[src/hw/rpt_regs.vh]
// timing constants and field widths for the rx polling timebase
`ifndef RPT_REGS_VH
`define RPT_REGS_VH
`define RPT_CLK_PERIOD_NS 10
`define RPT_BASIC_DIV 16
`define RPT_BASIC_TERM 5'h0_00F
`define RPT_EXT_BASE 5'h0_008
`define RPT_SLEEP_UNIT 1024
`define RPT_PLL_HALF_PERIODS 1597
`define RPT_PLL_CYCLES ((`RPT_PLL_HALF_PERIODS * `RPT_BASIC_DIV) / 2)
`define RPT_SIG_BR0 18'h0_0372
`define RPT_SIG_BR1 18'h0_01F2
`define RPT_SIG_BR2 18'h0_0132
`define RPT_SIG_BR3 18'h0_00D2
`define RPT_NBIT_STEP 5'h0_006
`endif

[src/hw/rpt_div.v]
// tick divider: one pulse every term+1 enabled steps
`timescale 1ns/10ps
`default_nettype none
module rpt_div (
  input wire core_clk,
  input wire srst,
  input wire step,
  input wire [4:0] term,
  output reg tick_r
);
  reg [4:0] cnt_r;

  // counter wraps at term; term is compared live, so a change applies to the current count, wrapping at the next step if already past
  always @(posedge core_clk) begin
    if (srst) begin
      cnt_r <= 5'h0_000;
      tick_r <= 1'b0;
    end else begin
      tick_r <= 1'b0;
      if (step) begin
        if (cnt_r >= term) begin
          cnt_r <= 5'h0_000;
          tick_r <= 1'b1;
        end else begin
          cnt_r <= cnt_r + 5'h0_001;
        end
      end
    end
  end
endmodule
`default_nettype wire

[src/hw/rpt_timebase.v]
// rx polling timebase: basic and extended clock ticks plus polling sequencer
`timescale 1ns/10ps
`default_nettype none
`include "rpt_regs.vh"
module rpt_timebase #(
  parameter [17:0] PLL_STARTUP_CYCLES = `RPT_PLL_CYCLES
) (
  input wire core_clk,
  input wire srst,
  input wire poll_en,
  input wire rx_direct,
  input wire limit_extension_select,
  input wire [1:0] baud_range_select,
  input wire [4:0] sleep_time,
  input wire [4:0] sleep_multiplier,
  input wire [1:0] bit_check_sel,
  input wire [7:0] lim_min,
  input wire [7:0] lim_max,
  input wire slicer_data,
  output reg basic_tick_r,
  output reg ext_tick_r,
  output reg sleep_active_r,
  output reg pll_startup_r,
  output reg sig_startup_r,
  output reg bit_check_r,
  output reg rx_active_r,
  output reg bit_check_fail_r
);
  localparam [2:0] ST_IDLE = 3'h0;
  localparam [2:0] ST_SLEEP = 3'h1;
  localparam [2:0] ST_PLL = 3'h2;
  localparam [2:0] ST_SIG = 3'h3;
  localparam [2:0] ST_BCHK = 3'h4;
  localparam [2:0] ST_RX = 3'h5;

  wire basic_tick;
  wire ext_tick;
  wire [4:0] ext_term;
  reg [2:0] state_r;
  reg [2:0] state_nxt;
  reg [19:0] tmr_r;
  reg [19:0] load_val;
  reg load;
  reg [7:0] ivl_r;
  reg [4:0] edge_cnt_r;
  reg seen_r;
  reg data_prev_r;
  reg fail;
  reg pass;
  wire [4:0] edges_needed;
  wire data_edge;
  wire [9:0] sleep_mul;
  wire [19:0] sleep_prod;
  wire [17:0] sig_val;

  // basic clock: crystal divided by sixteen
  rpt_div u_basic (
    .core_clk(core_clk),
    .srst(srst),
    .step(1'b1),
    .term(`RPT_BASIC_TERM),
    .tick_r(basic_tick)
  );

  // extended clock ratio from baud range and limit extension
  assign ext_term = ((`RPT_EXT_BASE << limit_extension_select) >> baud_range_select) - 5'h0_001;
  rpt_div u_ext (
    .core_clk(core_clk),
    .srst(srst),
    .step(basic_tick),
    .term(ext_term),
    .tick_r(ext_tick)
  );

  // sleep length in basic periods; an all-zero product still sleeps one period
  // full ten-bit product; the timer is twenty bits so the largest setting is honoured
  assign sleep_mul = sleep_time * sleep_multiplier;
  assign sleep_prod = {sleep_mul, 10'h000};
  assign sig_val = (baud_range_select == 2'h0) ? `RPT_SIG_BR0 :
                   (baud_range_select == 2'h1) ? `RPT_SIG_BR1 :
                   (baud_range_select == 2'h2) ? `RPT_SIG_BR2 : `RPT_SIG_BR3;
  // six edge intervals (three signal periods) per step of bit_check_sel
  assign edges_needed = {bit_check_sel, 1'b0} + bit_check_sel * 3'h4;
  assign data_edge = slicer_data ^ data_prev_r;

  // bit-check verdict from edge interval limits measured in extended periods
  always @* begin
    pass = 1'b0;
    fail = 1'b0;
    if (state_r == ST_BCHK) begin
      if (ivl_r > lim_max) begin
        fail = 1'b1;
      end else if (data_edge && seen_r) begin
        if (ivl_r < lim_min) begin
          fail = 1'b1;
        end else if (edge_cnt_r + 5'h0_001 >= edges_needed) begin
          pass = 1'b1;
        end
      end
    end
  end

  // sequencer next state and timer reload
  always @* begin
    state_nxt = state_r;
    load = 1'b0;
    load_val = 20'h0_0000;
    case (state_r)
      ST_IDLE: begin
        if (rx_direct) begin
          state_nxt = ST_PLL;
          load = 1'b1;
          load_val = {2'h0, PLL_STARTUP_CYCLES} - 20'h0_0001;
        end else if (poll_en) begin
          state_nxt = ST_SLEEP;
          load = 1'b1;
          load_val = (sleep_prod == 20'h0_0000) ? 20'h0_0000 : sleep_prod - 20'h0_0001;
        end
      end
      ST_SLEEP: begin
        if (!poll_en) begin
          state_nxt = ST_IDLE;
        end else if (basic_tick && tmr_r == 20'h0_0000) begin
          state_nxt = ST_PLL;
          load = 1'b1;
          load_val = {2'h0, PLL_STARTUP_CYCLES} - 20'h0_0001;
        end
      end
      ST_PLL: begin
        if (tmr_r == 20'h0_0000) begin
          state_nxt = ST_SIG;
          load = 1'b1;
          load_val = {2'h0, sig_val} - 20'h0_0001;
        end
      end
      ST_SIG: begin
        if (basic_tick && tmr_r == 20'h0_0000) begin
          // direct receive and N=0 skip the bit check
          state_nxt = (rx_direct || bit_check_sel == 2'h0) ? ST_RX : ST_BCHK;
        end
      end
      ST_BCHK: begin
        if (pass) begin
          state_nxt = ST_RX;
        end else if (fail) begin
          state_nxt = poll_en ? ST_SLEEP : ST_IDLE;
          load = 1'b1;
          load_val = (sleep_prod == 20'h0_0000) ? 20'h0_0000 : sleep_prod - 20'h0_0001;
        end
      end
      ST_RX: begin
        if (!poll_en && !rx_direct) begin
          state_nxt = ST_IDLE;
        end
      end
      default: begin
        state_nxt = ST_IDLE;
      end
    endcase
  end

  // state, timer and edge tracking; pll counts core cycles so the half period is exact
  always @(posedge core_clk) begin
    if (srst) begin
      state_r <= ST_IDLE;
      tmr_r <= 20'h0_0000;
      ivl_r <= 8'h00;
      edge_cnt_r <= 5'h0_000;
      seen_r <= 1'b0;
      data_prev_r <= 1'b0;
    end else begin
      state_r <= state_nxt;
      data_prev_r <= slicer_data;
      if (load) begin
        tmr_r <= load_val;
      end else if (tmr_r != 20'h0_0000 && (state_r == ST_PLL || basic_tick)) begin
        tmr_r <= tmr_r - 20'h0_0001;
      end
      if (state_r != ST_BCHK) begin
        ivl_r <= 8'h00;
        edge_cnt_r <= 5'h0_000;
        seen_r <= 1'b0;
      end else if (data_edge) begin
        ivl_r <= 8'h00;
        seen_r <= 1'b1;
        if (seen_r) begin
          edge_cnt_r <= edge_cnt_r + 5'h0_001;
        end
      end else if (ext_tick && ivl_r != 8'hFF) begin
        ivl_r <= ivl_r + 8'h01; // saturate at FF; a dead input times out only while lim_max is below FF
      end
    end
  end

  // registered outputs
  always @(posedge core_clk) begin
    if (srst) begin
      basic_tick_r <= 1'b0;
      ext_tick_r <= 1'b0;
      sleep_active_r <= 1'b0;
      pll_startup_r <= 1'b0;
      sig_startup_r <= 1'b0;
      bit_check_r <= 1'b0;
      rx_active_r <= 1'b0;
      bit_check_fail_r <= 1'b0;
    end else begin
      basic_tick_r <= basic_tick;
      ext_tick_r <= ext_tick;
      sleep_active_r <= (state_nxt == ST_SLEEP);
      pll_startup_r <= (state_nxt == ST_PLL);
      sig_startup_r <= (state_nxt == ST_SIG);
      bit_check_r <= (state_nxt == ST_BCHK);
      rx_active_r <= (state_nxt == ST_RX);
      bit_check_fail_r <= fail;
    end
  end
endmodule
`default_nettype wire

[config.mk]
export PLATFORM = sky130hd
export DESIGN_NAME = rpt_timebase
export DESIGN_NICKNAME = d
export VERILOG_FILES = /design/src/hw/rpt_div.v /design/src/hw/rpt_timebase.v
export VERILOG_INCLUDE_DIRS = /design/src /design/src/hw
export SDC_FILE = /design/constraint.sdc
export NUM_CORES = 1
export LEC_CHECK = 0
export ABC_AREA = 1
export ABC_CLOCK_PERIOD_IN_PS = 10100
export BUFFER_PORTS_ARGS = -buffer_cell sky130_fd_sc_hd__buf_2
export CAP_MARGIN = 10
export CORE_MARGIN = 3
export CORE_UTILIZATION = 41
export CTS_BUF_LIST = sky130_fd_sc_hd__clkbuf_4
export DETAILED_ROUTE_END_ITERATION = 16
export RECOVER_POWER = 25
export SETUP_SLACK_MARGIN = 0.1
export SYNTH_ARGS = -nofsm -noshare
export SYNTH_HDL_FRONTEND = slang
export SYNTH_HIERARCHICAL = 1
export SYNTH_SLANG_ARGS = --single-unit
[constraint.sdc]
create_clock -name core_clk -period 10.1 [get_ports core_clk]
set_clock_uncertainty 0.15 [all_clocks]
set_input_delay 2.02 -clock core_clk [delete_from_list [all_inputs] [get_ports core_clk]]
set_output_delay 2.02 -clock core_clk [all_outputs]
set_load 0.005 [all_outputs]
[After elaboration in Yosys (flattened, before gate mapping)]
Index checks and enable logic that the tools add are counted.
Storage, ports and cells
  input bits: 36
  bits in registers: 58
  logic and storage cells: 118
Cells by class
  magnitude comparators: 5
  reduce and logical (&&, ||, !) cells: 21
  muxes and demuxes: 46
  equal/unequal tests: 14
  add/sub/neg operators: 9
  bitwise logic cells: 2
  multipliers: 1
  shift-type cells: 2
Operators by type and width (number)
  20-bit 2-to-1 mux: 8
  20-bit case mux with 4 select lines: 1
  20-bit zero test: 2
  20-bit by 1-bit subtractor with 20-bit output, second input constant: 2
  14-bit 2-to-1 mux: 2
  3-bit 2-to-1 mux: 9
  1-bit 2-to-1 mux: 20
  20-bit nonzero test: 1
  9-bit 2-to-1 mux: 2
  3-bit case mux with 6 select lines: 1
  5-bit by 1-bit adder with 5-bit output, second input constant: 3
  3-bit by 2-bit == test with 1-bit output, second input constant: 4
  3-bit == test, second input constant: 4
  10-bit by 1-bit subtractor with 11-bit output, second input constant: 1
  5-bit >= comparator: 2
  5-bit by 5-bit multiplier with 10-bit output: 1
  10-bit 2-to-1 mux: 1
  8-bit by 1-bit adder with 8-bit output, second input constant: 1
  8-bit greater-than comparator: 1
  8-bit < comparator: 1
  8-bit != test, second input constant: 1
  3-bit by 1-bit == test with 1-bit output, second input constant: 2
  2-bit OR reduction: 3
  3-bit by 4-bit adder with 5-bit output: 1
  other kinds (19): 26

[Depth between registers and ports, before layout]
  depth after elaboration: 10
  gate-level depth with buffers: 22

[Cells and area by module]
Netlist, hierarchy kept.
By module, submodules not included
  rpt_timebase: times used 1, cells an instance 676, seq. area each 920.9 um^2, area an instance 4488.1 um^2
  rpt_div: times used 2, cells an instance 60, seq. area each 120.1 um^2, area an instance 405.4 um^2

[Worst setup path after synthesis]
No wires, ideal clock.
  path type: in2reg
  start point: input port sleep_time[0]
  end point: register tmr_r[2]
  library setup time: 109 ps
  stages: 17
  arrival: 5186 ps
  data required time: 9841 ps
  path buffers: 0
  path slack: 4655 ps
  cell sequence: nand2_1 fa_1 fa_1 fa_1 inv_1 ha_1 xnor2_1 and2b_1 nand3_2 nor2_4 nand3_4 nand2_2 inv_1 nor2_2 nand3_1 nand2_1 inv_1
Between the ends
  cells in the longest elaborated chain, start to end: 7
  elaborated cells on any way between the ends: 9
  classes of those cells: 1 x mul; 7 x mux; 1 x reduce/logical
RTL lines
  start: declaration: line rpt_timebase.v:14  | input wire [4:0] sleep_time,
  5-bit by 5-bit multiplier with 10-bit output *: line rpt_timebase.v:77  | assign sleep_mul = sleep_time * sleep_multiplier;
  20-bit zero test *: line rpt_timebase.v:117, rpt_timebase.v:148
  20-bit 2-to-1 mux *: line rpt_timebase.v:117, rpt_timebase.v:148
  20-bit 2-to-1 mux, on equally long branches: line rpt_timebase.v:145, rpt_timebase.v:114
  20-bit 2-to-1 mux, on equally long branches: line rpt_timebase.v:143, rpt_timebase.v:110
  20-bit case mux with 4 select lines *: line rpt_timebase.v:108  | case (state_r)
  20-bit 2-to-1 mux *: line rpt_timebase.v:174  | if (load) begin
  end signal: assignment: line rpt_timebase.v:175  | tmr_r <= load_val;
  end signal: assignment: line rpt_timebase.v:177  | tmr_r <= tmr_r - 20'h0_0001;
  end: declaration: line rpt_timebase.v:41  | reg [19:0] tmr_r;
Mark *: on every way between the ends. The rest lies on a longest branch, timed or not.
A chain may end at the register's enable or synchronous reset.

[Worst setup path after layout]
  start point: input port sleep_time[0]
  end point: register tmr_r[19]
Between the ends
  cells in the longest elaborated chain, start to end: 7
  elaborated cells on any way between the ends: 10
  classes of those cells: 1 x add/sub; 1 x mul; 7 x mux; 1 x reduce/logical
RTL lines (line)
  5-bit by 5-bit multiplier with 10-bit output *: rpt_timebase.v:77
  20-bit by 1-bit subtractor with 20-bit output / 20-bit zero test (equally long branches): rpt_timebase.v:117, rpt_timebase.v:148
  20-bit 2-to-1 mux *: rpt_timebase.v:117, rpt_timebase.v:148
  20-bit 2-to-1 mux, on equally long branches: rpt_timebase.v:145, rpt_timebase.v:114
  20-bit 2-to-1 mux, on equally long branches: rpt_timebase.v:143, rpt_timebase.v:110
  20-bit case mux with 4 select lines *: rpt_timebase.v:108
  20-bit 2-to-1 mux *: rpt_timebase.v:174
Marked as above.

==> impl_metrics.py <==
metrics = {
    "global_route": {
        "track_usage_pct": 16.41,
        "grt_pass1_vias": 4395,
        "antenna_found_initial": 1,
        "gr-total-overflow": 0,
        "grt_start_max_net_pins": 25,
        "grt_pass1_wl_um": 19460,
    },
    "pwr": {
        "power.switching_uw": 283.9,
        "p_clk_share_pct": 25.6,
        "pwr-share-seq_pct": 36.1,
        "p_int_uw": 448.2,
        "power_density_nw_per_um2": 125.1,
        "power_uw": 732.1,
        "p_leak_nw": 3.220,
        "comb_power_share_pct": 38.3,
        "switching_share_pct": 38.77,
        "peakVddDrop_mv": 0.06178,
    },
    "routing": {
        "wl_per_cell_um": 11.02,
        "dr.pass1.iters": 5,
        "detail-route-antenna-nets": 0,
        "drc": 0,
        "dr_total_vias": 4752,
        "drt_wl_total_um": 11280,
        "vias_per_cell": 4.645,
        "drt_iter0_markers": 181,
    },
    "synth": {
        "synth_compound_area_share_pct": 9.847,
        "yosys_warnings": 6,
        "yosysTopAreaCellShare_pct": 21.91,
        "postSynthAreaPerCell_um2": 6.657,
        "ys_seq_area_share_pct": 21.91,
        "netlist_instances": 796,
        "synth_xor_area_share_pct": 4.604,
        "synth_fa_ha_area_share_pct": 17.33,
        "synth.mux.area_fraction_pct": 0,
        "yosys.area_share.simple_pct": 34.36,
        "ys_ff_latch": 58,
        "syn_area_um2": 5299,
        "yosys.area.top_type": "dfxtp_1",
        "synth.distinct_cells": 49,
        "synth_top_family_by_area": "simple AND/OR/NAND/NOR gates",
        "synth_area_leaders": "dfxtp_1 (22%), ha_1 (14%), nand2_1 (12%)",
    },
    "floorplan": {
        "rows": 40,
        "start_util_pct": 43.04,
        "dieArea_um2": 14320,
        "coreArea_um2": 12310,
        "boundaryPins": 44,
        "dieHeight_um": 119.7,
        "die_w_um": 119.7,
    },
    "clock_network": {
        "clock_latency_ns": 0.42,
        "cts_max_path_buffers": 2,
        "post_cts_resized": 0,
        "ctsHoldBuffers": 0,
        "clock-root-buffer": "clkbuf_4",
        "cts_htree_levels": 3,
        "path_clk_slew_ns": 0.11,
        "cts_inserted_buffers": 9,
        "tritoncts": "yes",
        "clock_sinks": 58,
        "cts_setup_buffers": 0,
    },
    "critical_path": {
        "critical_path.max_stage_delay_ns": 0.55,
        "path_max_fanout": 9,
        "r2r_end": "tmr_r[3]",
        "cp-end-kind": "flop",
        "cpMostUsedCell": "fa_1",
        "crit_family": "adder cells",
        "startpoint_type": "primary input",
        "crit_chain": "buf_2, nand2_1, fa_1, fa_1, fa_1, inv_1, ha_1, xnor2_1, and2b_1, nand3_2, nor2_4, nand3_4, nand3_1, nand2_2, nand2_1, a21oi_1",
        "cp.arrival_ns": 5.51,
        "r2r_start": "tmr_r[0]",
        "r2r_slack_ns": 7.67,
        "worstRegToRegCells": 10,
        "critPathKind": "in -> reg",
        "critPathBufInv": 2,
        "slowest_stage": "fa_1",
        "worstPathRequired_ns": 10.22,
    },
    "sta": {
        "hold_viol": 0,
        "tns_ns": 0,
        "drv_slew": 0,
        "max_freq_mhz": 185.7,
        "final.period_utilization_pct": 53.31,
        "grt_setup_unrepaired": "false",
        "setup_violations": 0,
        "fin_crit_ns": 5.384,
        "tightest_slew_ns": 0.9341,
        "slew_headroom_pct": 37.72,
    },
    "placed_design": {
        "dp.final_hpwl_um": 8917,
        "portBuffers": 43,
        "gp_congestion": 0.8108,
    },
    "final_layout": {
        "drive_gt1_share_pct": 12.06,
        "nets": 954,
        "mostFrequentLayoutCell": "nand2_1",
        "syn_to_final_growth_pct": 10.46,
        "final_cell_mix": "nand2_1 (175), inv_1 (148), nor2_1 (92)",
    },
    "hold_path": {
        "worstHoldPathType": "reg -> reg",
        "min_from": "u_ext/tick_r",
        "hold_end": "ext_tick_r",
        "holdPathStages": 2,
    },
    "run": {
        "cap_violations": 0,
    },
    "status": {
        "status": "completed",
    },
}
[power groups by stage]
stage / Sequential [mW] / Combinational, mW / Clock (mW)
2_1_floorplan: 0.265 / 0.229 / 0
3_3_place_gp: 0.270 / 0.282 / 0
3_5_place_dp: 0.269 / 0.281 / 0
4_1_cts: 0.264 / 0.284 / 0.194
5_1_grt: 0.267 / 0.327 / 0.204
6_report: 0.264 / 0.280 / 0.188
[routing by layer]
metal / share of wire, % / vias to the layer above / track usage [%]
li1: - / 2610 / -
met1: 51 / 2076 / 22.74
met2: 44 / 56 / 26.02
met3: 3.2 / 10 / 3.205
met4: 1.3 / 0 / 4.581
met5: 0 / - / 0
[flip-flops by register name (all words and copies together), names as in the netlist, 3 cells and up]
| signal | count |
|---|---|
| ivl_r | 8 |
| tmr_r | 20 |
| u_ext/cnt_r | 5 |
| state_r | 3 |
| u_basic/cnt_r | 5 |
| edge_cnt_r | 5 |
[stage by stage]
step / setup WS (ns) / area [µm²] / hold WS, ns / instances / utilization [%]
6_report: 4.716 / 5853 / 0.2889 / 1023 / 47.54
5_1_grt: 4.473 / 5853 / 0.3164 / 1023 / 47.54
4_1_cts: 4.719 / 5853 / 0.3010 / 1022 / 47.54
3_5_place_dp: 4.243 / 5703 / 0.2837 / 1007 / 46.32
3_3_place_gp: 4.348 / 5703 / 0.2815 / 1007 / 46.32
2_1_floorplan: 4.655 / 5329 / 0.2531 / 804 / -
[tightest hold or removal path: cells and delay by family, from the launching register on]
family                 cells  cell delay [ns]
DFF                        1             0.33
and+or+nand+nor            1             0.03
buffers and inverters      1             0.05
[cells in the mapped netlist, drive strengths merged]
cell / n
nand2: 185
inv: 152
nor2: 108
ha: 59
dfxtp: 58
nand3: 55
o21ai: 40
a21oi: 38
xor2: 20
nand4: 12
nor3: 12
fa: 9
nand3b: 7
xnor2: 7
buf: 6
o211ai: 4
or2: 3
a211oi: 2
clkbuf: 2
conb: 2
o21a: 2
o21bai: 2
o31ai: 2
a21boi: 1
a21o: 1
a22oi: 1
and2: 1
and2b: 1
clkinv: 1
nand2b: 1
nor3b: 1
nor4: 1
[kinds of logic after synthesis]
logic type                 count (synthesis)
AOI/OAI and AO/OA                         93
xor gates and xnor gates                  27
adders and majority gates                 68
buffers and inverters                    161
DFF                                       58
other                                      2
and+or+nand+nor                          387
[area by class of cell]
cell class / instances / area, µm²
antenna: 1 / 2.502
clock buffer: 9 / 67.56
clock inverter: 6 / 82.58
fill: 1330 / 6459
inverter: 153 / 574.3
multi-input combinational: 585 / 3542
sequential: 58 / 1161
tap: 168 / 210.2
timing repair buffer: 43 / 212.7
[worst max-delay path by stage]
stage	startpoint	end	slack (ns)	depth (start not counted)
6_report	sleep_time[0]	tmr_r[19]	4.72	16
5_1_grt	sleep_time[0]	tmr_r[2]	4.47	18
3_5_place_dp	sleep_time[0]	tmr_r[3]	4.24	16
2_1_floorplan	sleep_time[0]	tmr_r[2]	4.66	17
4_1_cts	sleep_time[0]	tmr_r[3]	4.72	16
3_3_place_gp	sleep_multiplier[4]	tmr_r[3]	4.35	16
Power figures use the tool's default switching activity.
